===== src/sbfr_regs.svh =====
// Constants for the serial boot flash reader: opcodes, reset values and field widths
`ifndef SBFR_REGS_SVH
`define SBFR_REGS_SVH

// ----------------------------------------------------------------
// Flash opcodes
// ----------------------------------------------------------------
`define SBFR_OP_READ 8'h03
`define SBFR_OP_FAST_READ 8'h0b
`define SBFR_DUMMY_BITS 6'h08

// ----------------------------------------------------------------
// Configuration reset values
// ----------------------------------------------------------------
// 250 MHz divided by 31 gives roughly 8.1 MHz
`define SBFR_CLK_DIV_RST 5'h1f
`define SBFR_CLK_DIV_MIN 5'h02
`define SBFR_GAP_RST 4'hf
`define SBFR_FAST_RST 1'b0
`define SBFR_WIDE_RST 1'b0

// ----------------------------------------------------------------
// Field widths and lengths
// ----------------------------------------------------------------
`define SBFR_ADDR_W 28
`define SBFR_NUM_CS 4
`define SBFR_WORD_BITS 6'h20
`define SBFR_ADDR24_BITS 6'h18
`define SBFR_ADDR32_BITS 6'h20
`define SBFR_OPC_BITS 6'h08

`endif


===== src/sbfr_pkg.sv =====
// Types shared by the serial boot flash reader
package sbfr_pkg;

  // Sequencer states
  typedef enum logic [2:0] {
    SBFR_IDLE,
    SBFR_GAP,
    SBFR_CMD,
    SBFR_DATA,
    SBFR_HOLD
  } sbfr_state_t;

  // Whole state of the reader
  typedef struct packed {
    sbfr_state_t st;
    logic [4:0] ph;
    logic [5:0] bits;
    logic [47:0] sh_out;
    logic [31:0] sh_in;
    logic [1:0] cs_idx;
    logic cs_act;
    logic sclk;
    logic [4:0] div;
    logic fast;
    logic wide;
    logic [4:0] gap_cnt;
    logic [27:0] fetch_addr;
    logic [31:0] pf_data;
    logic [27:0] pf_addr;
    logic rd_valid;
    logic [31:0] rd_data;
  } sbfr_state_s_t;

endpackage


===== src/sbfr_reader.sv =====
// Serial boot flash reader: memory-mapped read path onto serial flash with prefetch
//
// Notes on behaviour
// - Reset uses 24-bit addressing, four select lines
// - 24-bit mode: each select owns 16 MB
// - Wide mode maps whole region to select zero
// - Read in a window asserts that select
// - Byte, halfword, word reads; no write path
// - Override mode drives pins from override inputs
// - Data input level readable as status
// - Never more than one select low
// - Keep reading next word speculatively
// - Wide mode shifts 32 address bits
// - Serial clock divided from core clock
// - Quick read enable issues fast opcode
// - Select idle gap counted in serial periods
// - Config changes never corrupt a running read
// - Reset config: ~8.1 MHz, normal read, max gap
// - Sample data just before falling clock edge
`include "sbfr_regs.svh"

module sbfr_reader (
  input wire logic core_clk,
  input wire logic rst_b,
  // Bus read request, held until rd_ready
  input wire logic rd_req,
  input wire logic [27:0] rd_addr,
  input wire logic [1:0] rd_size,
  output logic rd_ready,
  output logic rd_valid,
  output logic [31:0] rd_data,
  // Boot serial timing configuration
  input wire logic [4:0] cfg_clk_div,
  input wire logic quick_read_enable,
  input wire logic wide_address_enable,
  input wire logic [3:0] chip_select_idle_gap,
  input wire logic serial_port_owned,
  // Pin override register fields
  input wire logic pin_override_enable,
  input wire logic po_sclk_oe,
  input wire logic po_sclk,
  input wire logic po_sdo_oe,
  input wire logic po_sdo,
  input wire logic [3:0] po_select_oe,
  input wire logic [3:0] po_select_n,
  output logic sampled_data_in_level,
  // Serial flash pins
  output logic sclk_o,
  output logic sclk_oe,
  output logic sdo_o,
  output logic sdo_oe,
  output logic [3:0] flash_select_n,
  output logic [3:0] flash_select_oe,
  input wire logic serial_data_in
);

  // ----------------------------------------------------------------
  // Helper functions
  // ----------------------------------------------------------------

  // First flash byte lands in the low lane of the word
  function automatic logic [31:0] sbfr_swap(input logic [31:0] w);
    sbfr_swap = {w[7:0], w[15:8], w[23:16], w[31:24]};
  endfunction

  // Keep only the lowest active-low select
  // Fixed priority: a bad override pattern can never enable two flashes
  function automatic logic [3:0] sbfr_one_low(input logic [3:0] n);
    logic [3:0] r;
    r = 4'hf;
    if (!n[0]) r = 4'he;
    else if (!n[1]) r = 4'hd;
    else if (!n[2]) r = 4'hb;
    else if (!n[3]) r = 4'h7;
    sbfr_one_low = r;
  endfunction

  // ----------------------------------------------------------------
  // State
  // ----------------------------------------------------------------
  sbfr_pkg::sbfr_state_s_t s_reg; // Registered state
  sbfr_pkg::sbfr_state_s_t s_next; // Next state
  logic [27:0] req_word; // Word address of the request
  logic [1:0] req_cs; // Select index from the address
  logic hit; // Request matches prefetched word
  logic last_ph; // Last core cycle of a serial period
  logic [4:0] half; // Cycle where serial clock rises
  logic [4:0] div_eff; // Clamped divider setting
  logic run; // Reader owns the pins

  // Whole words are fetched; byte lanes are the bus master's business
  assign req_word = {rd_addr[27:2], 2'b00};
  // Narrow mode ignores bits 27:26, so the four windows alias every 64 MB
  // Whole region on select zero in wide mode
  assign req_cs = wide_address_enable ? 2'b00 : rd_addr[25:24];
  // A prefetched word only counts for the select that fetched it
  assign hit = (req_word == s_reg.pf_addr) && (req_cs == s_reg.cs_idx);
  assign last_ph = (s_reg.ph == s_reg.div - 5'h01);
  assign half = s_reg.div >> 1;
  // Too small a divider cannot make a low and high phase
  assign div_eff = (cfg_clk_div < `SBFR_CLK_DIV_MIN) ? `SBFR_CLK_DIV_MIN : cfg_clk_div;
  assign run = serial_port_owned && !pin_override_enable;
  // Size only picks byte lanes; a whole word is always returned
  // Combinational, so a prefetch hit costs no extra cycle
  assign rd_ready = run && rd_req && (s_reg.st == sbfr_pkg::SBFR_HOLD) && hit;

  // ----------------------------------------------------------------
  // Next-state logic
  // ----------------------------------------------------------------

  // One serial period is div core cycles, counted by ph
  // Clock is low in the first half of a period and high in the second
  // Data out moves and data in is taken on the period's last cycle,
  // so the falling edge and the capture share one core edge
  // A frame: idle gap with selects high, opcode, address, optional
  // dummies, then 32 data bits; the select then stays low while the
  // next word is fetched ahead of the bus
  // Sequencer, serial clock generator and shifters
  always_comb begin
    s_next = s_reg;
    s_next.rd_valid = 1'b0;
    // Serial period phase counter and clock shape
    if (s_reg.st != sbfr_pkg::SBFR_IDLE && s_reg.st != sbfr_pkg::SBFR_HOLD) begin
      s_next.ph = last_ph ? 5'h00 : s_reg.ph + 5'h01;
    end else begin
      s_next.ph = 5'h00;
    end
    s_next.sclk = 1'b0;
    case (s_reg.st)
      sbfr_pkg::SBFR_IDLE: begin
        s_next.cs_act = 1'b0;
        // Nothing moves until a request arrives while the pins are ours
        if (run && rd_req) begin
          // Snapshot timing so later writes cannot disturb this access
          s_next.div = div_eff;
          s_next.fast = quick_read_enable;
          s_next.wide = wide_address_enable;
          s_next.cs_idx = req_cs;
          s_next.fetch_addr = req_word;
          s_next.gap_cnt = {1'b0, chip_select_idle_gap};
          s_next.st = sbfr_pkg::SBFR_GAP;
        end
      end
      sbfr_pkg::SBFR_GAP: begin
        // Selects stay high for gap plus one serial periods
        if (!run) begin
          // Pins lost before the command; nothing has been sent yet
          s_next.st = sbfr_pkg::SBFR_IDLE;
        end else if (last_ph) begin
          if (s_reg.gap_cnt == 5'h00) begin
            // Opcode then address, most significant bit first
            if (s_reg.wide) begin
              s_next.sh_out = {s_reg.fast ? `SBFR_OP_FAST_READ : `SBFR_OP_READ,
                               4'h0, s_reg.fetch_addr, 8'h00};
              s_next.bits = `SBFR_OPC_BITS + `SBFR_ADDR32_BITS;
            end else begin
              s_next.sh_out = {s_reg.fast ? `SBFR_OP_FAST_READ : `SBFR_OP_READ,
                               s_reg.fetch_addr[23:0], 16'h0000};
              s_next.bits = `SBFR_OPC_BITS + `SBFR_ADDR24_BITS;
            end
            // Fast read adds eight dummy clocks
            if (s_reg.fast) begin
              s_next.bits = s_next.bits + `SBFR_DUMMY_BITS;
            end
            s_next.cs_act = 1'b1;
            s_next.st = sbfr_pkg::SBFR_CMD;
          end else begin
            // One more idle serial period
            s_next.gap_cnt = s_reg.gap_cnt - 5'h01;
          end
        end
      end
      sbfr_pkg::SBFR_CMD, sbfr_pkg::SBFR_DATA: begin
        s_next.sclk = (s_next.ph >= half) && (s_next.ph != 5'h00);
        if (!run) begin
          // Override steals the pins; the access is dropped
          // Clock parked low too, so no edge shows with the selects released
          s_next.sclk = 1'b0;
          s_next.cs_act = 1'b0;
          s_next.st = sbfr_pkg::SBFR_IDLE;
        end else if (last_ph) begin
          // Sample just before the falling edge, shift after it
          s_next.sh_out = {s_reg.sh_out[46:0], 1'b0};
          s_next.bits = s_reg.bits - 6'h01;
          if (s_reg.st == sbfr_pkg::SBFR_DATA) begin
            s_next.sh_in = {s_reg.sh_in[30:0], serial_data_in};
          end
          if (s_reg.bits == 6'h01) begin
            if (s_reg.st == sbfr_pkg::SBFR_CMD) begin
              // Command and dummies out; data follows on the next period
              s_next.bits = `SBFR_WORD_BITS;
              s_next.st = sbfr_pkg::SBFR_DATA;
            end else begin
              // Word complete; select stays low for the next one
              s_next.pf_data = sbfr_swap({s_reg.sh_in[30:0], serial_data_in});
              s_next.pf_addr = s_reg.fetch_addr;
              s_next.st = sbfr_pkg::SBFR_HOLD;
            end
          end
        end
      end
      sbfr_pkg::SBFR_HOLD: begin
        // Clock parked, select held low until the bus asks
        if (!run) begin
          s_next.cs_act = 1'b0;
          s_next.st = sbfr_pkg::SBFR_IDLE;
        end else if (rd_req && hit) begin
          // Answer from the prefetched word, then fetch address n+1
          s_next.rd_valid = 1'b1;
          s_next.rd_data = s_reg.pf_data;
          s_next.fetch_addr = s_reg.pf_addr + 28'h0000004;
          s_next.bits = `SBFR_WORD_BITS;
          s_next.st = sbfr_pkg::SBFR_DATA;
        end else if (rd_req) begin
          // Miss: drop the prefetch, release select, restart
          s_next.cs_act = 1'b0;
          s_next.div = div_eff;
          s_next.fast = quick_read_enable;
          s_next.wide = wide_address_enable;
          s_next.cs_idx = req_cs;
          s_next.fetch_addr = req_word;
          s_next.pf_addr = 28'hfffffff;
          s_next.gap_cnt = {1'b0, chip_select_idle_gap};
          s_next.st = sbfr_pkg::SBFR_GAP;
        end
      end
      default: begin
        // Unused codes fall back to idle with the selects released
        s_next.cs_act = 1'b0;
        s_next.st = sbfr_pkg::SBFR_IDLE;
      end
    endcase
  end

  // ----------------------------------------------------------------
  // State register
  // ----------------------------------------------------------------

  // The whole state is one struct, so one register process covers it
  // Reset gives 24-bit mode, slow clock, normal read, largest gap
  always_ff @(posedge core_clk or negedge rst_b) begin
    if (!rst_b) begin
      s_reg.st <= sbfr_pkg::SBFR_IDLE;
      s_reg.ph <= 5'h00;
      s_reg.bits <= 6'h00;
      s_reg.sh_out <= 48'h000000000000;
      s_reg.sh_in <= 32'h00000000;
      s_reg.cs_idx <= 2'h0;
      s_reg.cs_act <= 1'b0;
      s_reg.sclk <= 1'b0;
      s_reg.div <= `SBFR_CLK_DIV_RST;
      s_reg.fast <= `SBFR_FAST_RST;
      s_reg.wide <= `SBFR_WIDE_RST;
      s_reg.gap_cnt <= {1'b0, `SBFR_GAP_RST};
      s_reg.fetch_addr <= 28'h0000000;
      s_reg.pf_data <= 32'h00000000;
      s_reg.pf_addr <= 28'hfffffff;
      s_reg.rd_valid <= 1'b0;
      s_reg.rd_data <= 32'h00000000;
    end else begin
      s_reg <= s_next;
    end
  end

  // ----------------------------------------------------------------
  // Pin multiplexing
  // ----------------------------------------------------------------
  logic [3:0] run_sel_n; // Select pattern from the sequencer

  // Only the addressed select can go low
  assign run_sel_n = s_reg.cs_act ? ~(4'h1 << s_reg.cs_idx) : 4'hf;

  assign rd_valid = s_reg.rd_valid;
  assign rd_data = s_reg.rd_data;
  assign sampled_data_in_level = serial_data_in;

  // Without ownership every enable drops and the pins float to the board
  // Override wins over ownership: it is how software reaches the flash alone
  // Override hands every pin to the override fields
  always_comb begin
    if (pin_override_enable) begin
      sclk_o = po_sclk;
      sclk_oe = po_sclk_oe;
      sdo_o = po_sdo;
      sdo_oe = po_sdo_oe;
      // Even in override only one select may go low
      flash_select_n = sbfr_one_low(po_select_n);
      flash_select_oe = po_select_oe;
    end else begin
      // Reader drives the pins only while it owns the port
      sclk_o = s_reg.sclk;
      sclk_oe = serial_port_owned;
      sdo_o = s_reg.sh_out[47];
      sdo_oe = serial_port_owned;
      flash_select_n = run_sel_n;
      flash_select_oe = {4{serial_port_owned}};
    end
  end

endmodule


===== config.mk =====
export PLATFORM = sky130hd
export DESIGN_NAME = sbfr_reader
export DESIGN_NICKNAME = d
export VERILOG_FILES = /design/src/sbfr_pkg.sv /design/src/sbfr_reader.sv
export VERILOG_INCLUDE_DIRS = /design/src
export SDC_FILE = /design/constraint.sdc
export NUM_CORES = 1
export LEC_CHECK = 0
export BUFFER_PORTS_ARGS = -buffer_cell sky130_fd_sc_hd__buf_2
export CORE_MARGIN = 2
export CORE_UTILIZATION = 60
export CTS_BUF_LIST = sky130_fd_sc_hd__clkbuf_16
export DETAILED_ROUTE_END_ITERATION = 6
export PLACE_DENSITY = 0.8
export RECOVER_POWER = 25
export REMOVE_ABC_BUFFERS = 1
export SYNTH_ARGS = -nofsm -noshare
export SYNTH_HDL_FRONTEND = slang
export SYNTH_SLANG_ARGS = --single-unit

===== constraint.sdc =====
create_clock -name core_clk -period 3.4 [get_ports core_clk]
set_input_delay 0.34 -clock core_clk [delete_from_list [all_inputs] [get_ports core_clk]]
set_output_delay 0.34 -clock core_clk [all_outputs]
set_load 0.01 [all_outputs]

==> summary.txt <==
largest net degree at the start of global routing: 101
Clock transition at path regs: 0.06 ns
nets@finish: 1,202
routability cong.: 0.884
CTS Sinks: 229
via count: 8,415
DR WL/cell: 18.6 um
first-pass GRT wire length: 43.2 mm
initial DRC count: 663
I/O Buffers: 101
Avg Synthesized Cell Area: 10.8 um2
Main synth FF type: dfrtp_1
CTS buffer count: 24
Critical Path AT: 3.37 ns
MaxCap Viol Count: 1
sequential share of power: 44.1%
Via density: 5.97
most frequent cells in the layout: dfrtp_1 (192), nand2_1 (135), buf_2 (89), mux2_1 (61), o21ai_0 (58)
fin crit share: 87.8%
Synth cell types: 61
Initial Util: 61.6%
failing checks: capacitance limit, slew limit
Mapped Area: 11,600 um2
ANT cells: 0
setup bufs post-CTS: 0
crit path time final: 2.98 ns
TritonRoute pass-1 iters: 5
# rows: 50
R2R Setup Slk: 0.42 ns
Cells after DPL: 1,364
CTS tree: yes
yosys warns: 0
Slew Limit Headroom: -71.8%
Clock Power Share: 29.8%
R2R Path Start: s_reg[128]$_DFFE_PN1P_
worst hold slack: 0.0492 ns
Net Switching: 3.14 mW
EDFF count, synth: 0
global route total overflow: 0
Switching Fraction: 33.2%
final hold vios: 0
initial antenna violation count: 0
most common cell after layout, fill and taps aside: dfrtp_1
Core Footprint: 18,900 um2
routed wire length: 26.1 mm
CTS root buffer: clkbuf_16
max reg flops: 192
Non-Filler Instances: 1,409
Clock Tree Buf Depth: 3
layout cells sized above 1: 23.1%
vias in the first global route: 8,458
Hold Path Class: in -> reg
worst skew pair latency: 0.52 ns
Final Max Tran Viols: 100
Synth Register Bits: 229
htree depth: 1
Die ar.: 20,500 um2
RSZ-0062 raised after global routing: false
critical setup path kind: reg -> reg
Worst Tran Pin Value: 2.58 ns
required time worst endpoint: 3.78 ns
nature of the critical path startpoint: flop
FFs w/ async S/R, synth: 100%
Seq/Total Area, Yosys: 49.7%
Crit Reg-Reg Endpoint: s_reg[133]$_DFF_PN0_
Cell Pwr Density: 730 nW/um2
Critical Path Start: s_reg[128]$_DFFE_PN1P_
Die Span X: 143 um
peak supply drop: 0.000451 V
Cell Int Power: 6.31 mW
Setup TNS Final: 0 ns
ANT nets after route: 0
Gate Count Post-Synth: 1,081
Peak Freq: 0.335 GHz
Critical Path End: s_reg[133]$_DFF_PN0_
Fin Clk Skew: 0.0186 ns
number of I/O pins: 106
power share of the combinational group: 26.1%
Register-to-Register Path Depth: 13
CP Capture Type: flop
Leakage: 6.28 nW
outcome: finished, violations left
overall routing resource usage: 26.4%
worst-path fanout max: 5
area delta synth->final: 11.2%
drt drc: 0
dpl hpwl: 17.0 mm
Pwr Total: 9.44 mW
Die Span Y: 143 um
final number of setup-violating endpoints: 0
cell families (layout without fill, tap and decap cells):
kind of cell | count (synthesis) | count (layout) | share of synthesized area [%]
AND/OR/NAND/NOR | 321 | 321 | 13.4
adder cells (fa/ha/maj) | 12 | 12 | 1.29
flip-flops | 229 | 229 | 49.7
XOR/XNOR | 62 | 62 | 4.67
buffers and inverters | 127 | 195 | 6.00
multiplexers | 125 | 125 | 11.9
AO/OA/AOI/OAI | 205 | 205 | 13.1
worst min-delay path by stage:
stage	from	endpoint	slack, ns	depth (start not counted)
after CTS	rd_addr[17]	s_reg[110]$_DFFE_PN0P_	0.04	2
final	rd_addr[8]	s_reg[101]$_DFFE_PN0P_	0.05	2
after global placement	rst_b	s_reg[78]$_DFFE_PN0P_	0.42	1
after global routing	rd_addr[2]	s_reg[95]$_DFFE_PN0P_	0.05	2
after floorplan	rst_b	rd_data[0]$_DFFE_PN0P_	0.04	0
after detailed placement	rst_b	rd_data[16]$_DFFE_PN0P_	0.42	1
routing by layer:
layer	track usage, %	up-vias	part of all wire, %
met2	41.8	295	48
met4	11.1	0	3.2
met5	0	-	0
met3	4.16	63	6.1
met1	36.6	4187	42
li1	-	3870	-
critical path, cell delays in order (launching register included):
cell	delay, ns
dfstp_2	0.56
inv_1	0.05
ha_1	0.30
xor2_1	0.17
o211ai_1	0.15
a311oi_4	0.10
or3_1	0.41
ha_1	0.31
nand2b_1	0.14
a21o_1	0.19
a21oi_1	0.14
nor2b_1	0.06
o21ai_0	0.17
a21oi_1	0.10
Yosys cell counts (13+ instances only):
| master | instances | area share (%) |
|---|---|---|
| dfrtp_1 | 192 | 41 |
| nand2_1 | 135 | 4.4 |
| mux2_1 | 61 | 5.9 |
| o21ai_0 | 58 | 2.5 |
| nor2_1 | 55 | 1.8 |
| mux2_2 | 43 | 4.2 |
| clkbuf_1 | 42 | 1.4 |
| dfstp_2 | 37 | 8.4 |
| buf_4 | 35 | 2.3 |
| xor2_1 | 34 | 2.6 |
| a21oi_1 | 33 | 1.4 |
| xnor2_1 | 28 | 2.1 |
| inv_1 | 27 | 0.87 |
| nor3_1 | 25 | 1.1 |
| mux2i_1 | 21 | 1.8 |
| a2bb2oi_2 | 20 | 2.6 |
| nand3_1 | 18 | 0.77 |
| a22o_1 | 16 | 1.2 |
| a22oi_1 | 15 | 0.97 |
| a21o_1 | 13 | 0.84 |
final cells by class:
type | instances | area (um2)
flip-flops and latches | 229 | 5780
repair buffers | 124 | 702
clock inverters | 19 | 225
well taps | 260 | 325
fillers | 1438 | 5950
clock buffers | 25 | 626
multi-input cells | 725 | 5180
inverters | 27 | 101
repair_timing:
action / in CTS / in global routing
endpoints found under the hold margin: 77 / 0
setup endpoints to repair: 0 / 0
resized for setup: 0 / 0
hold buffers: 1 / 0
through the flow:
step	instance area, um2	util, %	setup WS, ns
2_1_floorplan	11000	-	-2.05
5_1_grt	12900	68.5	0.179
6_report	12900	68.5	0.416
3_3_place_gp	12100	64.1	0.500
3_5_place_dp	12100	64.1	0.431
4_1_cts	13000	68.6	0.409
power groups by stage:
stage	clock (mW)	combinational [mW]	sequential, mW
after floorplan	0	1.85	3.96
after global placement	0	2.33	4.15
after detailed placement	0	2.45	4.17
after CTS	2.85	2.47	4.13
after global routing	2.96	2.77	4.23
final	2.81	2.46	4.17
Power figures use the tool's default switching activity.
